<file path="src/logic/ulfs_map.vh">
`ifndef ULFS_MAP_VH
`define ULFS_MAP_VH
// register word offsets (byte address = 4 * index)
`define ULFS_IDX_DATA      3'h0
`define ULFS_IDX_IER       3'h1
`define ULFS_IDX_FCR       3'h2
`define ULFS_IDX_LFC       3'h3
`define ULFS_IDX_MOC       3'h4
`define ULFS_IDX_LST       3'h5
`define ULFS_IDX_DLL       3'h0
`define ULFS_IDX_DLM       3'h1
// line format fields
`define ULFS_LF_WLS_LO     0
`define ULFS_LF_WLS_HI     1
`define ULFS_LF_STOP       2
`define ULFS_LF_PEN        3
`define ULFS_LF_EPS        4
`define ULFS_LF_STICK      5
`define ULFS_LF_BREAK      6
`define ULFS_LF_DIVISOR_ACCESS_SELECT       7
// line status fields
`define ULFS_LS_DR         0
`define ULFS_LS_OE         1
`define ULFS_LS_PE         2
`define ULFS_LS_FE         3
`define ULFS_LS_BI         4
`define ULFS_LS_HOLDING_EMPTY_FLAG       5
`define ULFS_LS_TRANSMITTER_IDLE_FLAG       6
`define ULFS_LS_FERR       7
// fifo control fields
`define ULFS_FC_EN         0
`define ULFS_FC_RXCLR      1
`define ULFS_FC_TXCLR      2
`define ULFS_FC_DEEP       5
// reset values
`define ULFS_RST_LFC       8'h03
`define ULFS_RST_MOC       8'h00
`define ULFS_RST_DIV       16'h0001
// fifo geometry
`define ULFS_FIFO_AW       4
`define ULFS_FIFO_DEPTH    5'h10
// rx tag layout: {bi, fe, pe, data[7:0]}
`define ULFS_TAG_PE        8
`define ULFS_TAG_FE        9
`define ULFS_TAG_BI        10
// oversampling
`define ULFS_OVS_LAST      4'hF
`define ULFS_OVS_MID       4'h7
`define ULFS_OVS_HALF_END  4'h7
`endif

</file>
<file path="src/logic/ulfs_uart.v">
// Notes on behaviour
// [RL1] one stop; set: 1.5 for 5-bit, else 2
// [RL2] parity enable: insert and check parity
// [RL3] sense set even, clear odd
// [RL4] stick parity: constant, inverse of sense
// [RL5] break bit forces serial output low only
// [RL6] divisor access bit redirects shared locations
// [RL7] receive ready until all data read
// [RL8] overrun on overwrite, clear on status read
// [RL9] fifo overrun: full, shifted char dropped
// [RL10] parity error tagged, shown at head
// [RL11] framing error tagged, shown at head
// [RL12] framing error: stop taken as start
// [RL13] break when low over a character
// [RL14] one zero char; two high samples resume
// [RL15] holding empty set on move, clear on write
// [RL16] transmitter idle when holding and shift empty
// [RL17] fifo error summary while errors queued
// [RL18] four error sources feed line status interrupt
// [RL19] software should not write line status
// [RL20] modem bits set drive outputs low
// [RL21] two bits select five to eight data bits
// [RL22] receiver checks only first stop bit
// [RL23] parity over configured data bits only
// [RL24] error tags travel with fifo data
//
// Design decisions made here: the placing of the registers and the Wishbone slave port.
`include "ulfs_map.vh"
module ulfs_uart (
   input  wire        CLOCK,      // 250 MHz clock
   input  wire        RST,        // sync reset, active high
   input  wire        WB_CYC_I,   // wishbone cycle
   input  wire        WB_STB_I,   // wishbone strobe
   input  wire        WB_WE_I,    // wishbone write
   input  wire [3:0]  WB_SEL_I,   // byte select
   input  wire [4:0]  WB_ADR_I,   // byte address
   input  wire [31:0] WB_DAT_I,   // write data
   output reg  [31:0] WB_DAT_O,   // read data
   output reg         WB_ACK_O,   // acknowledge
   input  wire        SERIAL_INPUT,  // serial data in
   output reg         SERIAL_OUTPUT, // serial data out
   output reg         DTR_N,      // data terminal ready, low active
   output reg         RTS_N,      // request to send, low active
   output reg         GEN_OUT_A_N, // general output a, low active
   output reg         GEN_OUT_B_N, // general output b, low active
   output wire        LINE_STATUS_EVENT // receiver line status condition
);
   reg  [7:0]  lfc_q;
   reg  [7:0]  moc_q;
   reg  [7:0]  ier_q;
   reg  [15:0] div_q;
   reg         fifo_en_q;
   reg         deep_q;
   reg  [15:0] bcnt_q;
   reg         tick_q;
   reg         sin_m_q;
   reg         sin_s_q;
   // rx fifo and holding buffer share this store; depth 1 outside fifo mode
   reg  [10:0] rxm [0:15];
   reg  [3:0]  rwp_q;
   reg  [3:0]  rrp_q;
   reg  [4:0]  rcnt_q;
   reg  [7:0]  txm [0:15];
   reg  [3:0]  twp_q;
   reg  [3:0]  trp_q;
   reg  [4:0]  tcnt_q;
   reg         oe_q;
   reg         pe_q;
   reg         fe_q;
   reg         bi_q;
   reg         holding_empty_flag_q;
   // transmitter
   reg  [1:0]  tst_q;
   reg  [3:0]  tovs_q;
   reg  [3:0]  tbit_q;
   reg  [7:0]  tsh_q;
   reg         tpar_q;
   reg         tout_q;
   reg         tbusy_q;
   reg  [1:0]  tstop_q;
   // receiver
   reg  [2:0]  rst_q;
   reg  [3:0]  rovs_q;
   reg  [3:0]  rbit_q;
   reg  [7:0]  rsh_q;
   reg         rpar_q;
   reg         rzero_q;
   reg  [1:0]  rhigh_q;

   localparam TX_IDLE = 2'h0, TX_START = 2'h1, TX_DATA = 2'h2, TX_STOP = 2'h3;
   localparam RX_IDLE = 3'h0, RX_START = 3'h1, RX_DATA = 3'h2, RX_PAR = 3'h3,
              RX_STOP = 3'h4, RX_BRK = 3'h5;

   // data bits per character
   function [3:0] nbits;
      input [1:0] wls;
      begin
         nbits = {2'h0, wls} + 4'h5; // [RL21]
      end
   endfunction

   // parity bit to send or expect
   function parbit;
      input [7:0] d;
      input [7:0] lf;
      reg   [7:0] m;
      begin
         m = 8'h1F;
         case (lf[`ULFS_LF_WLS_HI:`ULFS_LF_WLS_LO])
            2'h1:    m = 8'h3F;
            2'h2:    m = 8'h7F;
            2'h3:    m = 8'hFF;
            default: m = 8'h1F;
         endcase
         if (lf[`ULFS_LF_STICK])
            parbit = ~lf[`ULFS_LF_EPS];            // [RL4]
         else
            parbit = ^(d & m) ^ ~lf[`ULFS_LF_EPS]; // [RL3] [RL23]
      end
   endfunction

   wire       acc    = WB_CYC_I & WB_STB_I & ~WB_ACK_O;
   wire [2:0] idx    = WB_ADR_I[4:2];
   wire       divisor_access_select   = lfc_q[`ULFS_LF_DIVISOR_ACCESS_SELECT];
   wire       wr     = acc & WB_WE_I & WB_SEL_I[0];
   wire       rd     = acc & ~WB_WE_I;
   wire       wr_thr = wr & ~divisor_access_select & (idx == `ULFS_IDX_DATA); // [RL6]
   wire       rd_rbr = rd & ~divisor_access_select & (idx == `ULFS_IDX_DATA); // [RL6]
   wire       rd_lst = rd & (idx == `ULFS_IDX_LST);
   wire [4:0] rcap   = fifo_en_q ? `ULFS_FIFO_DEPTH : 5'h01;
   wire [4:0] tcap   = fifo_en_q ? `ULFS_FIFO_DEPTH : 5'h01;
   wire [10:0] rhead = rxm[rrp_q];
   wire       rx_pop = rd_rbr & (rcnt_q != 5'h00);
   wire       tx_push = wr_thr & (tcnt_q != tcap);
   wire       tx_pop;
   reg        rx_push;
   reg  [10:0] rx_word;
   wire       rx_ovr = rx_push & (rcnt_q == rcap) & ~rx_pop; // [RL9]
   reg        fe_now;
   reg        brk_now;
   reg        ferr_sum;
   integer    i;

   always @* begin
      ferr_sum = 1'b0;
      for (i = 0; i < 16; i = i + 1)
         if ((i[4:0] - {1'b0, rrp_q}) % 5'h10 < rcnt_q[4:0] &&
             |rxm[i][`ULFS_TAG_BI:`ULFS_TAG_PE])
            ferr_sum = 1'b1; // [RL17]
   end

   wire [7:0] lst = {fifo_en_q & ferr_sum,                        // [RL17]
                     holding_empty_flag_q & ~tbusy_q,                           // [RL16]
                     holding_empty_flag_q,
                     bi_q, fe_q, pe_q, oe_q,
                     rcnt_q != 5'h00};                            // [RL7]

   assign LINE_STATUS_EVENT = oe_q | pe_q | fe_q | bi_q; // [RL18]

   // bus slave: one-cycle ack, unmapped reads zero and writes ignored
   always @(posedge CLOCK) begin
      if (RST) begin
         WB_ACK_O <= 1'b0;
         WB_DAT_O <= 32'h0000_0000;
      end else begin
         WB_ACK_O <= acc;
         WB_DAT_O <= 32'h0000_0000;
         if (rd) begin
            case (idx)
               `ULFS_IDX_DATA: WB_DAT_O[7:0] <= divisor_access_select ? div_q[7:0] : rhead[7:0];
               `ULFS_IDX_IER:  WB_DAT_O[7:0] <= divisor_access_select ? div_q[15:8] : ier_q;
               `ULFS_IDX_FCR:  WB_DAT_O[7:0] <= {2'h0, deep_q, 4'h0, fifo_en_q};
               `ULFS_IDX_LFC:  WB_DAT_O[7:0] <= lfc_q;
               `ULFS_IDX_MOC:  WB_DAT_O[7:0] <= moc_q;
               `ULFS_IDX_LST:  WB_DAT_O[7:0] <= lst;
               default:        WB_DAT_O[7:0] <= 8'h00;
            endcase
         end
      end
   end

   // control registers; line status is read only [RL19]
   always @(posedge CLOCK) begin
      if (RST) begin
         lfc_q     <= `ULFS_RST_LFC;
         moc_q     <= `ULFS_RST_MOC;
         ier_q     <= 8'h00;
         div_q     <= `ULFS_RST_DIV;
         fifo_en_q <= 1'b0;
         deep_q    <= 1'b0;
      end else if (wr) begin
         case (idx)
            `ULFS_IDX_DATA: if (divisor_access_select) div_q[7:0] <= WB_DAT_I[7:0];    // [RL6]
            `ULFS_IDX_IER:  if (divisor_access_select) div_q[15:8] <= WB_DAT_I[7:0];   // [RL6]
                            else ier_q <= WB_DAT_I[7:0];
            `ULFS_IDX_FCR: begin
               fifo_en_q <= WB_DAT_I[`ULFS_FC_EN];
               if (divisor_access_select) deep_q <= WB_DAT_I[`ULFS_FC_DEEP];           // [RL6]
            end
            `ULFS_IDX_LFC:  lfc_q <= WB_DAT_I[7:0];
            `ULFS_IDX_MOC:  moc_q <= WB_DAT_I[7:0];
            default: ;
         endcase
      end
   end

   // modem outputs, inverted sense
   always @(posedge CLOCK) begin
      if (RST) begin
         DTR_N       <= 1'b1;
         RTS_N       <= 1'b1;
         GEN_OUT_A_N <= 1'b1;
         GEN_OUT_B_N <= 1'b1;
      end else begin
         DTR_N       <= ~moc_q[0]; // [RL20]
         RTS_N       <= ~moc_q[1]; // [RL20]
         GEN_OUT_A_N <= ~moc_q[2]; // [RL20]
         GEN_OUT_B_N <= ~moc_q[3]; // [RL20]
      end
   end

   // 16x oversampling tick from divisor
   always @(posedge CLOCK) begin
      if (RST || (wr && divisor_access_select && idx <= `ULFS_IDX_IER)) begin
         bcnt_q <= 16'h0000;
         tick_q <= 1'b0;
      end else begin
         tick_q <= (bcnt_q + 16'h0001 >= div_q);
         bcnt_q <= (bcnt_q + 16'h0001 >= div_q) ? 16'h0000 : bcnt_q + 16'h0001;
      end
   end

   always @(posedge CLOCK) begin
      if (RST) begin
         sin_m_q <= 1'b1;
         sin_s_q <= 1'b1;
      end else begin
         sin_m_q <= SERIAL_INPUT;
         sin_s_q <= sin_m_q;
      end
   end

   // transmit fifo / holding register
   assign tx_pop = (tst_q == TX_IDLE) & tick_q & (tcnt_q != 5'h00);
   always @(posedge CLOCK) begin
      if (RST || (wr && idx == `ULFS_IDX_FCR && WB_DAT_I[`ULFS_FC_TXCLR])) begin
         twp_q  <= 4'h0;
         trp_q  <= 4'h0;
         tcnt_q <= 5'h00;
         holding_empty_flag_q <= 1'b1;
      end else begin
         if (tx_push) begin
            txm[twp_q] <= WB_DAT_I[7:0];
            twp_q      <= twp_q + 4'h1;
         end
         if (tx_pop)
            trp_q <= trp_q + 4'h1;
         tcnt_q <= tcnt_q + {4'h0, tx_push} - {4'h0, tx_pop};
         if (wr_thr)
            holding_empty_flag_q <= 1'b0;                                   // [RL15]
         else if (tx_pop && tcnt_q == 5'h01)
            holding_empty_flag_q <= 1'b1;                                   // [RL15]
      end
   end

   // transmitter: start, data, optional parity, stop
   always @(posedge CLOCK) begin
      if (RST) begin
         tst_q   <= TX_IDLE;
         tovs_q  <= 4'h0;
         tbit_q  <= 4'h0;
         tsh_q   <= 8'h00;
         tpar_q  <= 1'b0;
         tout_q  <= 1'b1;
         tbusy_q <= 1'b0;
         tstop_q <= 2'h0;
      end else if (tick_q) begin
         tovs_q <= tovs_q + 4'h1;
         case (tst_q)
            TX_IDLE: if (tx_pop) begin
               tsh_q   <= txm[trp_q];
               tpar_q  <= parbit(txm[trp_q], lfc_q);
               tst_q   <= TX_START;
               tovs_q  <= 4'h0;
               tout_q  <= 1'b0;
               tbusy_q <= 1'b1;
            end
            TX_START: if (tovs_q == `ULFS_OVS_LAST) begin
               tst_q  <= TX_DATA;
               tbit_q <= 4'h0;
               tout_q <= tsh_q[0];
            end
            TX_DATA: if (tovs_q == `ULFS_OVS_LAST) begin
               // 4'hF marks the parity slot, so it must not count as a data bit
               if (tbit_q != 4'hF && tbit_q + 4'h1 < nbits(lfc_q[1:0])) begin
                  tbit_q <= tbit_q + 4'h1;
                  tsh_q  <= {1'b0, tsh_q[7:1]};
                  tout_q <= tsh_q[1];
               end else if (lfc_q[`ULFS_LF_PEN] && tbit_q != 4'hF) begin
                  tbit_q <= 4'hF;
                  tout_q <= tpar_q;                          // [RL2]
               end else begin
                  tst_q   <= TX_STOP;
                  tout_q  <= 1'b1;
                  tstop_q <= lfc_q[`ULFS_LF_STOP] ?
                             ((lfc_q[1:0] == 2'h0) ? 2'h1 : 2'h2) : 2'h0; // [RL1]
               end
            end
            TX_STOP: begin
               if (tstop_q == 2'h3) begin
                  if (tovs_q == `ULFS_OVS_HALF_END) begin
                     tst_q   <= TX_IDLE;
                     tbusy_q <= 1'b0;
                  end
               end else if (tovs_q == `ULFS_OVS_LAST) begin
                  case (tstop_q)
                     2'h1:    tstop_q <= 2'h3; // half stop bit still to go
                     2'h2:    tstop_q <= 2'h0; // second full stop bit
                     default: begin
                        tst_q   <= TX_IDLE;
                        tbusy_q <= 1'b0;
                     end
                  endcase
               end
            end
            default: tst_q <= TX_IDLE;
         endcase
      end
   end

   always @(posedge CLOCK) begin
      if (RST)
         SERIAL_OUTPUT <= 1'b1;
      else
         SERIAL_OUTPUT <= tout_q & ~lfc_q[`ULFS_LF_BREAK]; // [RL5]
   end

   // stop-bit decode: finished character and its error tags
   always @* begin
      rx_push = 1'b0;
      rx_word = 11'h000;
      fe_now  = 1'b0;
      brk_now = 1'b0;
      if (!RST && tick_q && rst_q == RX_STOP && rovs_q == `ULFS_OVS_MID) begin
         rx_word[7:0] = rsh_q >> (4'h8 - nbits(lfc_q[1:0]));
         brk_now = rzero_q & ~sin_s_q;                    // [RL13]
         fe_now  = ~sin_s_q;                              // [RL11]
         rx_word[`ULFS_TAG_PE] = lfc_q[`ULFS_LF_PEN] & ~brk_now &
                                 (rpar_q != parbit(rx_word[7:0], lfc_q)); // [RL10]
         rx_word[`ULFS_TAG_FE] = fe_now;
         rx_word[`ULFS_TAG_BI] = brk_now;
         if (brk_now) rx_word[7:0] = 8'h00;               // [RL14]
         rx_push = 1'b1;
      end
   end

   // receiver: sample mid-bit, first stop only
   always @(posedge CLOCK) begin
      if (RST) begin
         rst_q   <= RX_IDLE;
         rovs_q  <= 4'h0;
         rbit_q  <= 4'h0;
         rsh_q   <= 8'h00;
         rpar_q  <= 1'b0;
         rzero_q <= 1'b1;
         rhigh_q <= 2'h0;
      end else if (tick_q) begin
         rovs_q <= rovs_q + 4'h1;
         case (rst_q)
            RX_IDLE: if (!sin_s_q) begin
               rst_q  <= RX_START;
               rovs_q <= 4'h0;
            end
            RX_START: if (rovs_q == `ULFS_OVS_MID) begin
               if (sin_s_q) rst_q <= RX_IDLE; // false start
               else begin
                  rst_q   <= RX_DATA;
                  rovs_q  <= `ULFS_OVS_MID + 4'h1;
                  rbit_q  <= 4'h0;
                  rzero_q <= 1'b1;
               end
            end
            RX_DATA: if (rovs_q == `ULFS_OVS_MID) begin
               rsh_q   <= {sin_s_q, rsh_q[7:1]};
               rzero_q <= rzero_q & ~sin_s_q;
               if (rbit_q + 4'h1 == nbits(lfc_q[1:0]))
                  rst_q <= lfc_q[`ULFS_LF_PEN] ? RX_PAR : RX_STOP; // [RL2]
               rbit_q <= rbit_q + 4'h1;
            end
            RX_PAR: if (rovs_q == `ULFS_OVS_MID) begin
               rpar_q  <= sin_s_q;
               rzero_q <= rzero_q & ~sin_s_q;
               rst_q   <= RX_STOP;
            end
            RX_STOP: if (rovs_q == `ULFS_OVS_MID) begin           // [RL22]
               rhigh_q <= 2'h0;
               if (brk_now)
                  rst_q <= RX_BRK;
               else if (fe_now) begin
                  // stop sample was the first look at the new start bit
                  rst_q  <= RX_START;                           // [RL12]
                  rovs_q <= `ULFS_OVS_MID;
               end else
                  rst_q <= RX_IDLE;
            end
            RX_BRK: begin
               if (sin_s_q && rhigh_q != 2'h2) rhigh_q <= rhigh_q + 2'h1;
               else if (!sin_s_q) rhigh_q <= 2'h0;
               if (rhigh_q == 2'h2) rst_q <= RX_IDLE;            // [RL14]
            end
            default: rst_q <= RX_IDLE;
         endcase
      end
   end

   // rx fifo with per-entry tags; latched status flags
   always @(posedge CLOCK) begin
      if (RST || (wr && idx == `ULFS_IDX_FCR && WB_DAT_I[`ULFS_FC_RXCLR])) begin
         rwp_q  <= 4'h0;
         rrp_q  <= 4'h0;
         rcnt_q <= 5'h00;
         oe_q   <= 1'b0;
         pe_q   <= 1'b0;
         fe_q   <= 1'b0;
         bi_q   <= 1'b0;
      end else begin
         if (rx_push && !rx_ovr) begin
            rxm[fifo_en_q ? rwp_q : rrp_q] <= rx_word;           // [RL24]
            if (fifo_en_q) rwp_q <= rwp_q + 4'h1;
         end
         if (rx_pop && fifo_en_q) rrp_q <= rrp_q + 4'h1;
         if (!fifo_en_q) rwp_q <= rrp_q;
         rcnt_q <= rcnt_q + {4'h0, rx_push & ~rx_ovr} - {4'h0, rx_pop}; // [RL7]
         // overwrite of unread holding byte outside fifo mode
         if (!fifo_en_q && rx_push && rcnt_q != 5'h00 && !rx_pop) begin
            rxm[rrp_q] <= rx_word;                               // [RL8]
            rcnt_q     <= rcnt_q;
         end
         // set wins over clear on the same cycle
         oe_q <= (oe_q & ~rd_lst) | (rx_push & (rcnt_q == rcap) & ~rx_pop); // [RL8] [RL9]
         if (fifo_en_q) begin
            pe_q <= (pe_q & ~rd_lst) | (rx_pop && rcnt_q > 5'h01 ?
                    rxm[rrp_q + 4'h1][`ULFS_TAG_PE] :
                    (rcnt_q == 5'h00 && rx_push & rx_word[`ULFS_TAG_PE])); // [RL10]
            fe_q <= (fe_q & ~rd_lst) | (rx_pop && rcnt_q > 5'h01 ?
                    rxm[rrp_q + 4'h1][`ULFS_TAG_FE] :
                    (rcnt_q == 5'h00 && rx_push & rx_word[`ULFS_TAG_FE])); // [RL11]
            bi_q <= (bi_q & ~rd_lst) | (rx_pop && rcnt_q > 5'h01 ?
                    rxm[rrp_q + 4'h1][`ULFS_TAG_BI] :
                    (rcnt_q == 5'h00 && rx_push & rx_word[`ULFS_TAG_BI])); // [RL13]
         end else begin
            pe_q <= (pe_q & ~rd_lst) | (rx_push & rx_word[`ULFS_TAG_PE]); // [RL10]
            fe_q <= (fe_q & ~rd_lst) | (rx_push & rx_word[`ULFS_TAG_FE]); // [RL11]
            bi_q <= (bi_q & ~rd_lst) | (rx_push & rx_word[`ULFS_TAG_BI]); // [RL13]
         end
      end
   end
endmodule

</file>
<file path="config.mk">
export PLATFORM = sky130hd
export DESIGN_NAME = ulfs_uart
export DESIGN_NICKNAME = d
export VERILOG_FILES = /design/src/logic/ulfs_uart.v
export VERILOG_INCLUDE_DIRS = /design/src /design/src/logic
export SDC_FILE = /design/constraint.sdc
export NUM_CORES = 1
export LEC_CHECK = 0
export ABC_CLOCK_PERIOD_IN_PS = 5000
export BUFFER_PORTS_ARGS = -buffer_cell sky130_fd_sc_hd__buf_4
export CAP_MARGIN = 20
export CORE_MARGIN = 5
export CORE_UTILIZATION = 56
export DETAILED_ROUTE_END_ITERATION = 7
export GPL_ROUTABILITY_DRIVEN = 0
export GPL_TIMING_DRIVEN = 0
export PLACE_DENSITY = 0.71
export SLEW_MARGIN = 0
export SYNTH_ARGS = -nofsm -noshare
export SYNTH_HDL_FRONTEND = slang
export SYNTH_SLANG_ARGS = --single-unit
</file>
<file path="constraint.sdc">
create_clock -name CLOCK -period 5 [get_ports CLOCK]
set_input_delay 0.5 -clock CLOCK [delete_from_list [all_inputs] [get_ports CLOCK]]
set_output_delay 0.5 -clock CLOCK [all_outputs]
set_load 0.01 [all_outputs]
</file>
Word level (Yosys, flattened, before mapping). Memory sizes are Yosys's and may differ from the RTL's. A register that Yosys moved wholly into a read port is not among the register bits. Index checks and enable logic that the tools add are counted. W data, S select, Z words.

$add $sub $neg: 32. Magnitude comparators: 20. Eq/ne operators: 54. Shifts and indexed selects: 1. Multiplexer cells: 131. Bitwise gates (word level): 60. Reduce and logical (&&, ||, !) cells: 102.

Operators by type and width (count): $mux W4 (22); $mux W8 (11); $lt A4 B5 Y1 (16); $mux W1 (53); $pmux W8 S6 (1); $reduce_or A3 Y1 (16); $mux W2 (20); $logic_and A1 B1 Y1 (37); $sub A4 B4 Y4 const A (9); $add A4 B1 Y4 const B (8); $ne A2 B2 Y1 const B (16); $and A1 B1 Y1 (30); $mux W3 (9); $reduce_and A5 Y1 (5); $pmux W8 S3 (1); $reduce_and A3 Y1 (7); $ne A3 B3 Y1 const B (6); $pmux W3 S6 (1); $add A16 B1 Y16 const B (1); $and A8 B8 Y8 (2); $ge A16 B16 Y1 (1); $not A1 Y1 (16); $pmux W4 S2 (2); $pmux W8 S2 (1); 49 further kinds (109).

Register bits: 176. Memory bits (writable): 304. Output and inout bits: 39. Logic and storage cells: 447. Memories: 2.

Memory list: rxm (depth 16, width 11, rd ports 18, clocked after Yosys merged registers in 1, write ports 2, RTL line ulfs_uart.v:59) `reg [10:0] rxm [0:15];`; txm (depth 16, width 8, rd ports 1, clocked after Yosys merged registers in 1, write ports 1, RTL line ulfs_uart.v:63) `reg [7:0] txm [0:15];`.

Longest topological paths before layout.
Depth in word-level cells: 21. Gate-level depth with buffers: 18.

Least setup slack after synthesis. OpenSTA, ideal clock, no wires.

Path kind: register to register. Start point: register lfc_q[0]. End point: register tsh_q[0]. Data arrival time: 3478 ps. Required time: 4872 ps. Path slack: 1394 ps. Cell stages (with the launch flop): 16. Cells stage by stage: dfxtp_1 clkbuf_1 inv_1 ha_1 clkbuf_1 inv_1 ha_1 a21o_1 a21o_1 a211oi_1 nand3_1 o21ai_0 nand3b_1 clkbuf_1 mux2i_1 nor2_1.

Word-level cells in the longest chain between the ends: 5.

RTL lines: start, declared (RTL line ulfs_uart.v:48) `reg [7:0] lfc_q;`; start signal, assigned (RTL line ulfs_uart.v:185) `` lfc_q <= `ULFS_RST_LFC; ``; start signal, assigned (RTL line ulfs_uart.v:200) `` `ULFS_IDX_LFC: lfc_q <= WB_DAT_I[7:0]; ``; $add A2 B3 Y4 (RTL line ulfs_uart.v:98) `nbits = {2'h0, wls} + 4'h5;`; $lt A4 B4 Y1 (RTL line ulfs_uart.v:295) `if (tbit_q != 4'hF && tbit_q + 4'h1 < nbits(lfc_q[1:0])) begin`; $logic_and A1 B1 Y1 (RTL line ulfs_uart.v:295); $ne A2 B2 Y1 (no source line); $reduce_and A5 Y1 (no source line); end signal, assigned (RTL line ulfs_uart.v:281) `tsh_q <= txm[trp_q];`; end signal, assigned (RTL line ulfs_uart.v:297) `tsh_q <= {1'b0, tsh_q[7:1]};`; end, declared (RTL line ulfs_uart.v:76) `reg [7:0] tsh_q;`.

No other way between the ends. A chain may end at the register's enable or synchronous reset.

Final worst setup path.
Start point: register rrp_q[0]. End point: register WB_DAT_O[7].

Word-level cells in the longest chain between the ends: 21. Elaborated cells on any way between the ends: 66.

RTL lines: start, declared (RTL line ulfs_uart.v:61) `reg [3:0] rrp_q;`; start signal, assigned (RTL line ulfs_uart.v:431) `if (rx_pop && fifo_en_q) rrp_q <= rrp_q + 4'h1;`; $sub A1 B4 Y4 (RTL line ulfs_uart.v:147) `if ((i[4:0] - {1'b0, rrp_q}) % 5'h10 < rcnt_q[4:0] &&`; $lt A4 B5 Y1 (RTL line ulfs_uart.v:147); $logic_and A1 B1 Y1 (RTL line ulfs_uart.v:147); $mux W1 (15 in a row) (RTL line ulfs_uart.v:147); $mux W1 (*) (RTL line ulfs_uart.v:147); $and A1 B1 Y1 (*) (RTL line ulfs_uart.v:152) `wire [7:0] lst = {fifo_en_q & ferr_sum,`; $pmux W8 S6 (*) (RTL line ulfs_uart.v:169) `case (idx)`; end signal, assigned (RTL line ulfs_uart.v:170) `` `ULFS_IDX_DATA: WB_DAT_O[7:0] <= divisor_access_select ? div_q[7:0] : rhead[7:0]; ``; end signal, assigned (RTL line ulfs_uart.v:171) `` `ULFS_IDX_IER: WB_DAT_O[7:0] <= divisor_access_select ? div_q[15:8] : ier_q; ``; end signal, assigned (RTL line ulfs_uart.v:172) `` `ULFS_IDX_FCR: WB_DAT_O[7:0] <= {2'h0, deep_q, 4'h0, fifo_en_q}; ``; end, declared (RTL line ulfs_uart.v:38) `output reg [31:0] WB_DAT_O,`.

Every way passes the cells marked *; elsewhere a longest branch is shown, timed or not.

==> results.cfg <==
[run_status]
outcome = finished clean

[finish]
areaGrowthSynthToFinish_pct = 12.51
drive_above_1_share = 0.1504
layout.nets = 1910
regArea_sq_um = 12330
final_common_cell = edfxtp_1
layout_common_cells = 304 x edfxtp_1, 164 x nor2_1, 160 x dfxtp_1
finalNonFillerCells = 2320
antennaDiodeCount = 0
fillers = 2940
multi_input_area_sq_um = 8621

[synthesis]
ys_seq_area_frac = 0.5714
netlist.area_leader.share = 0.4230
synthTopCellsByArea = edfxtp_1 42%, dfxtp_1 15%, mux4_2 8.3%, ha_1 5.6%, mux2i_1 3.4%
ys_ff_latch = 464
yosys_warnings = 0
synthCells = 1647
synth_largest_area_cell = edfxtp_1
ys.flop_type = edfxtp_1
synth_edf_count = 304
avgSynthCellArea_sq_um = 13.10
ys_async_sr_fraction = 0
syn_area_sq_um = 21580
synth_cell_types = 73

[pwr]
share_comb_of_total_power = 0.126
switching_share = 0.2393
power_frac_seq = 0.475
powerDensity_nw_per_um2 = 362.6
clkPwrFrac = 0.400
peakVddDrop_mv = 0.3419
leakagePower_nw = 8.326
p_switching_mw = 2.107
p_int_mw = 6.697

[run]
max_cap_viol_count = 0

[setup_path]
r2r_start = rrp_q[0]
cp_slowest_stage_delay_ns = 0.64
crit_fanout = 10
cp-end-kind = register
startpoint_type = register
worstPathArrival_ns = 5.14
cp_cell_sequence = buf_1 -> inv_1 -> ha_1 -> clkbuf_1 -> clkbuf_2 -> inv_1 -> ha_1 -> a21o_1 -> a21o_1 -> a21oi_1 -> o32ai_1 -> nand4_1 -> or4_1 -> nand4_1 -> a21oi_1
crit_buf_inv = 5
r2r_slack_ns = 0.29
crit_type = reg2reg
worstSetupStartpoint = rrp_q[0]
cp_top_family = buffers and inverters
worstPathRequired_ns = 5.43
critPathSlowestCell = or4_1

[global_route]
grt_pass1_vias = 13691
track_usage = 0.2418
antenna_found_initial = 0
overflow = 0
grt_max_degree = 24
grt_pass1_wl_microns = 78380

[drt]
avgViaCountPerCell = 5.922
drt-initial-drc-count = 1173
firstDrtPassIters = 6
wl_per_cell_microns = 21.99
vias = 13738
postRouteAntennaNets = 0
drc_errors = 0
routed_wl_microns = 51010

[cts]
cts_setup_buffers = 0
clk_pin_slew_ns = 0.06
clk_latency_ns = 0.58
htree_levels = 2
cts_root_buf = clkbuf_16
cts_sinks = 464
cts-buffers-inserted = 47
clockBufferDepth = 3
cts_tree = yes

[sta]
fin_ws_ns = 0.2922
rsz0062_at_grt = no
hold_ws_ns = 0.1164
fin_setup_tns_ns = 0
setup_violations = 0
fmax_mhz = 212.4
tightest_slew_ns = 1.061
finClkSkew_ns = 0.02163
finalCritPeriodShare = 0.9416
slew_headroom = 0.2903
period_minus_slack_ns = 4.708
final_max_slew_viol_count = 0
hold_viol = 0

[floorplan]
fp.dieH_microns = 206.3
num_io_pins = 86
die_area_sq_um = 42570
die_x_microns = 206.3
core_area_sq_um = 38380
start_util = 0.5624
rows = 72

[placed_design]
place_inst = 2232
post-place-ws_ns = 0.04213
dpl.hpwl_microns = 35480
io_buffers = 32

[min_path]
min_from = SERIAL_INPUT
worstHoldPathType = in2reg
==> routing by layer <==
metal  wire length, microns  vias to the layer above  GRT usage
li1                       -                     6354          -
met1                  20700                     6809     0.3105
met2                  25650                      449     0.4198
met3                   2725                      126    0.03107
met4                   1930                        0    0.09553
met5                      0                        -          0
==> stage by stage <==
| step | cell area [sq um] | utilization | total power [mW] |
|---|---|---|---|
| 6_report | 24280 | 0.6328 | 8.804 |
| 5_1_grt | 24280 | 0.6328 | 9.125 |
| 4_1_cts | 24280 | 0.6326 | 8.875 |
| 3_5_place_dp | 22720 | 0.5921 | 5.367 |
| 3_3_place_gp | 22560 | 0.5878 | 5.336 |
| 2_1_floorplan | 21670 | - | 5.080 |
==> cells in the mapped netlist (28+ instances only) <==
cell type and count:
edfxtp_1 304, nor2_1 164, dfxtp_1 160, ha_1 97, nand2_1 90, mux4_2 80, mux2i_1 74, inv_1 73
a21oi_1 68, clkbuf_1 49, xnor2_1 41, o21ai_0 36, nand3_1 28
==> power by group through the flow <==
stage	clock [mW]	sequential, mW	combinational [mW]
after detailed placement	0	4.26	1.11
after global placement	0	4.26	1.08
final	3.52	4.18	1.11
after floorplan	0	4.25	0.835
after CTS	3.58	4.18	1.12
after global routing	3.73	4.19	1.21
==> flip-flops by register name, indices dropped and copies added (netlist names), 8 cells and up, named ones only <==
register / cells
rxm: 176
txm: 128
bcnt_q: 16
div_q: 16
WB_DAT_O: 8
ier_q: 8
lfc_q: 8
moc_q: 8
rsh_q: 8
tsh_q: 8
==> final cells by class <==
type / instances / share of cell area
timing repair buffer: 45 / 0.01396
inverter: 77 / 0.01190
clock buffer: 62 / 0.05415
buffer: 94 / 0.02056
tap: 518 / 0.02669
clock inverter: 25 / 0.009893
multi-input combinational: 1035 / 0.3550
sequential: 464 / 0.5078
==> timing repair <==
action | 4_1_cts | 5_1_grt
endpoints found under the setup margin | 0 | 1
gates resized for setup | 0 | 3
hold endpoints to repair | 0 | 0
hold buffers | 0 | 0
==> kinds of logic (layout without fill, tap and decap cells) <==
logic type | Yosys count | count (layout) | share of synthesized area
flops | 464 | 464 | 0.5714
simple gates | 432 | 432 | 0.09507
compound gates | 235 | 235 | 0.07189
mux | 179 | 179 | 0.1392
buf+inv | 171 | 303 | 0.03646
fa+ha+maj | 99 | 99 | 0.05809
xor+xnor | 66 | 66 | 0.02777
other cells | 1 | 24 | 0.0001737
==> final timing paths <==
check / endpoint / cells past startpoint
worst max register to register: WB_DAT_O[7] / 15
worst min register to register: sin_s_q / 1
worst min-delay path: sin_m_q / 2
worst max-delay path: WB_DAT_O[7] / 15
No activity file was read; power rests on OpenSTA's default activity.
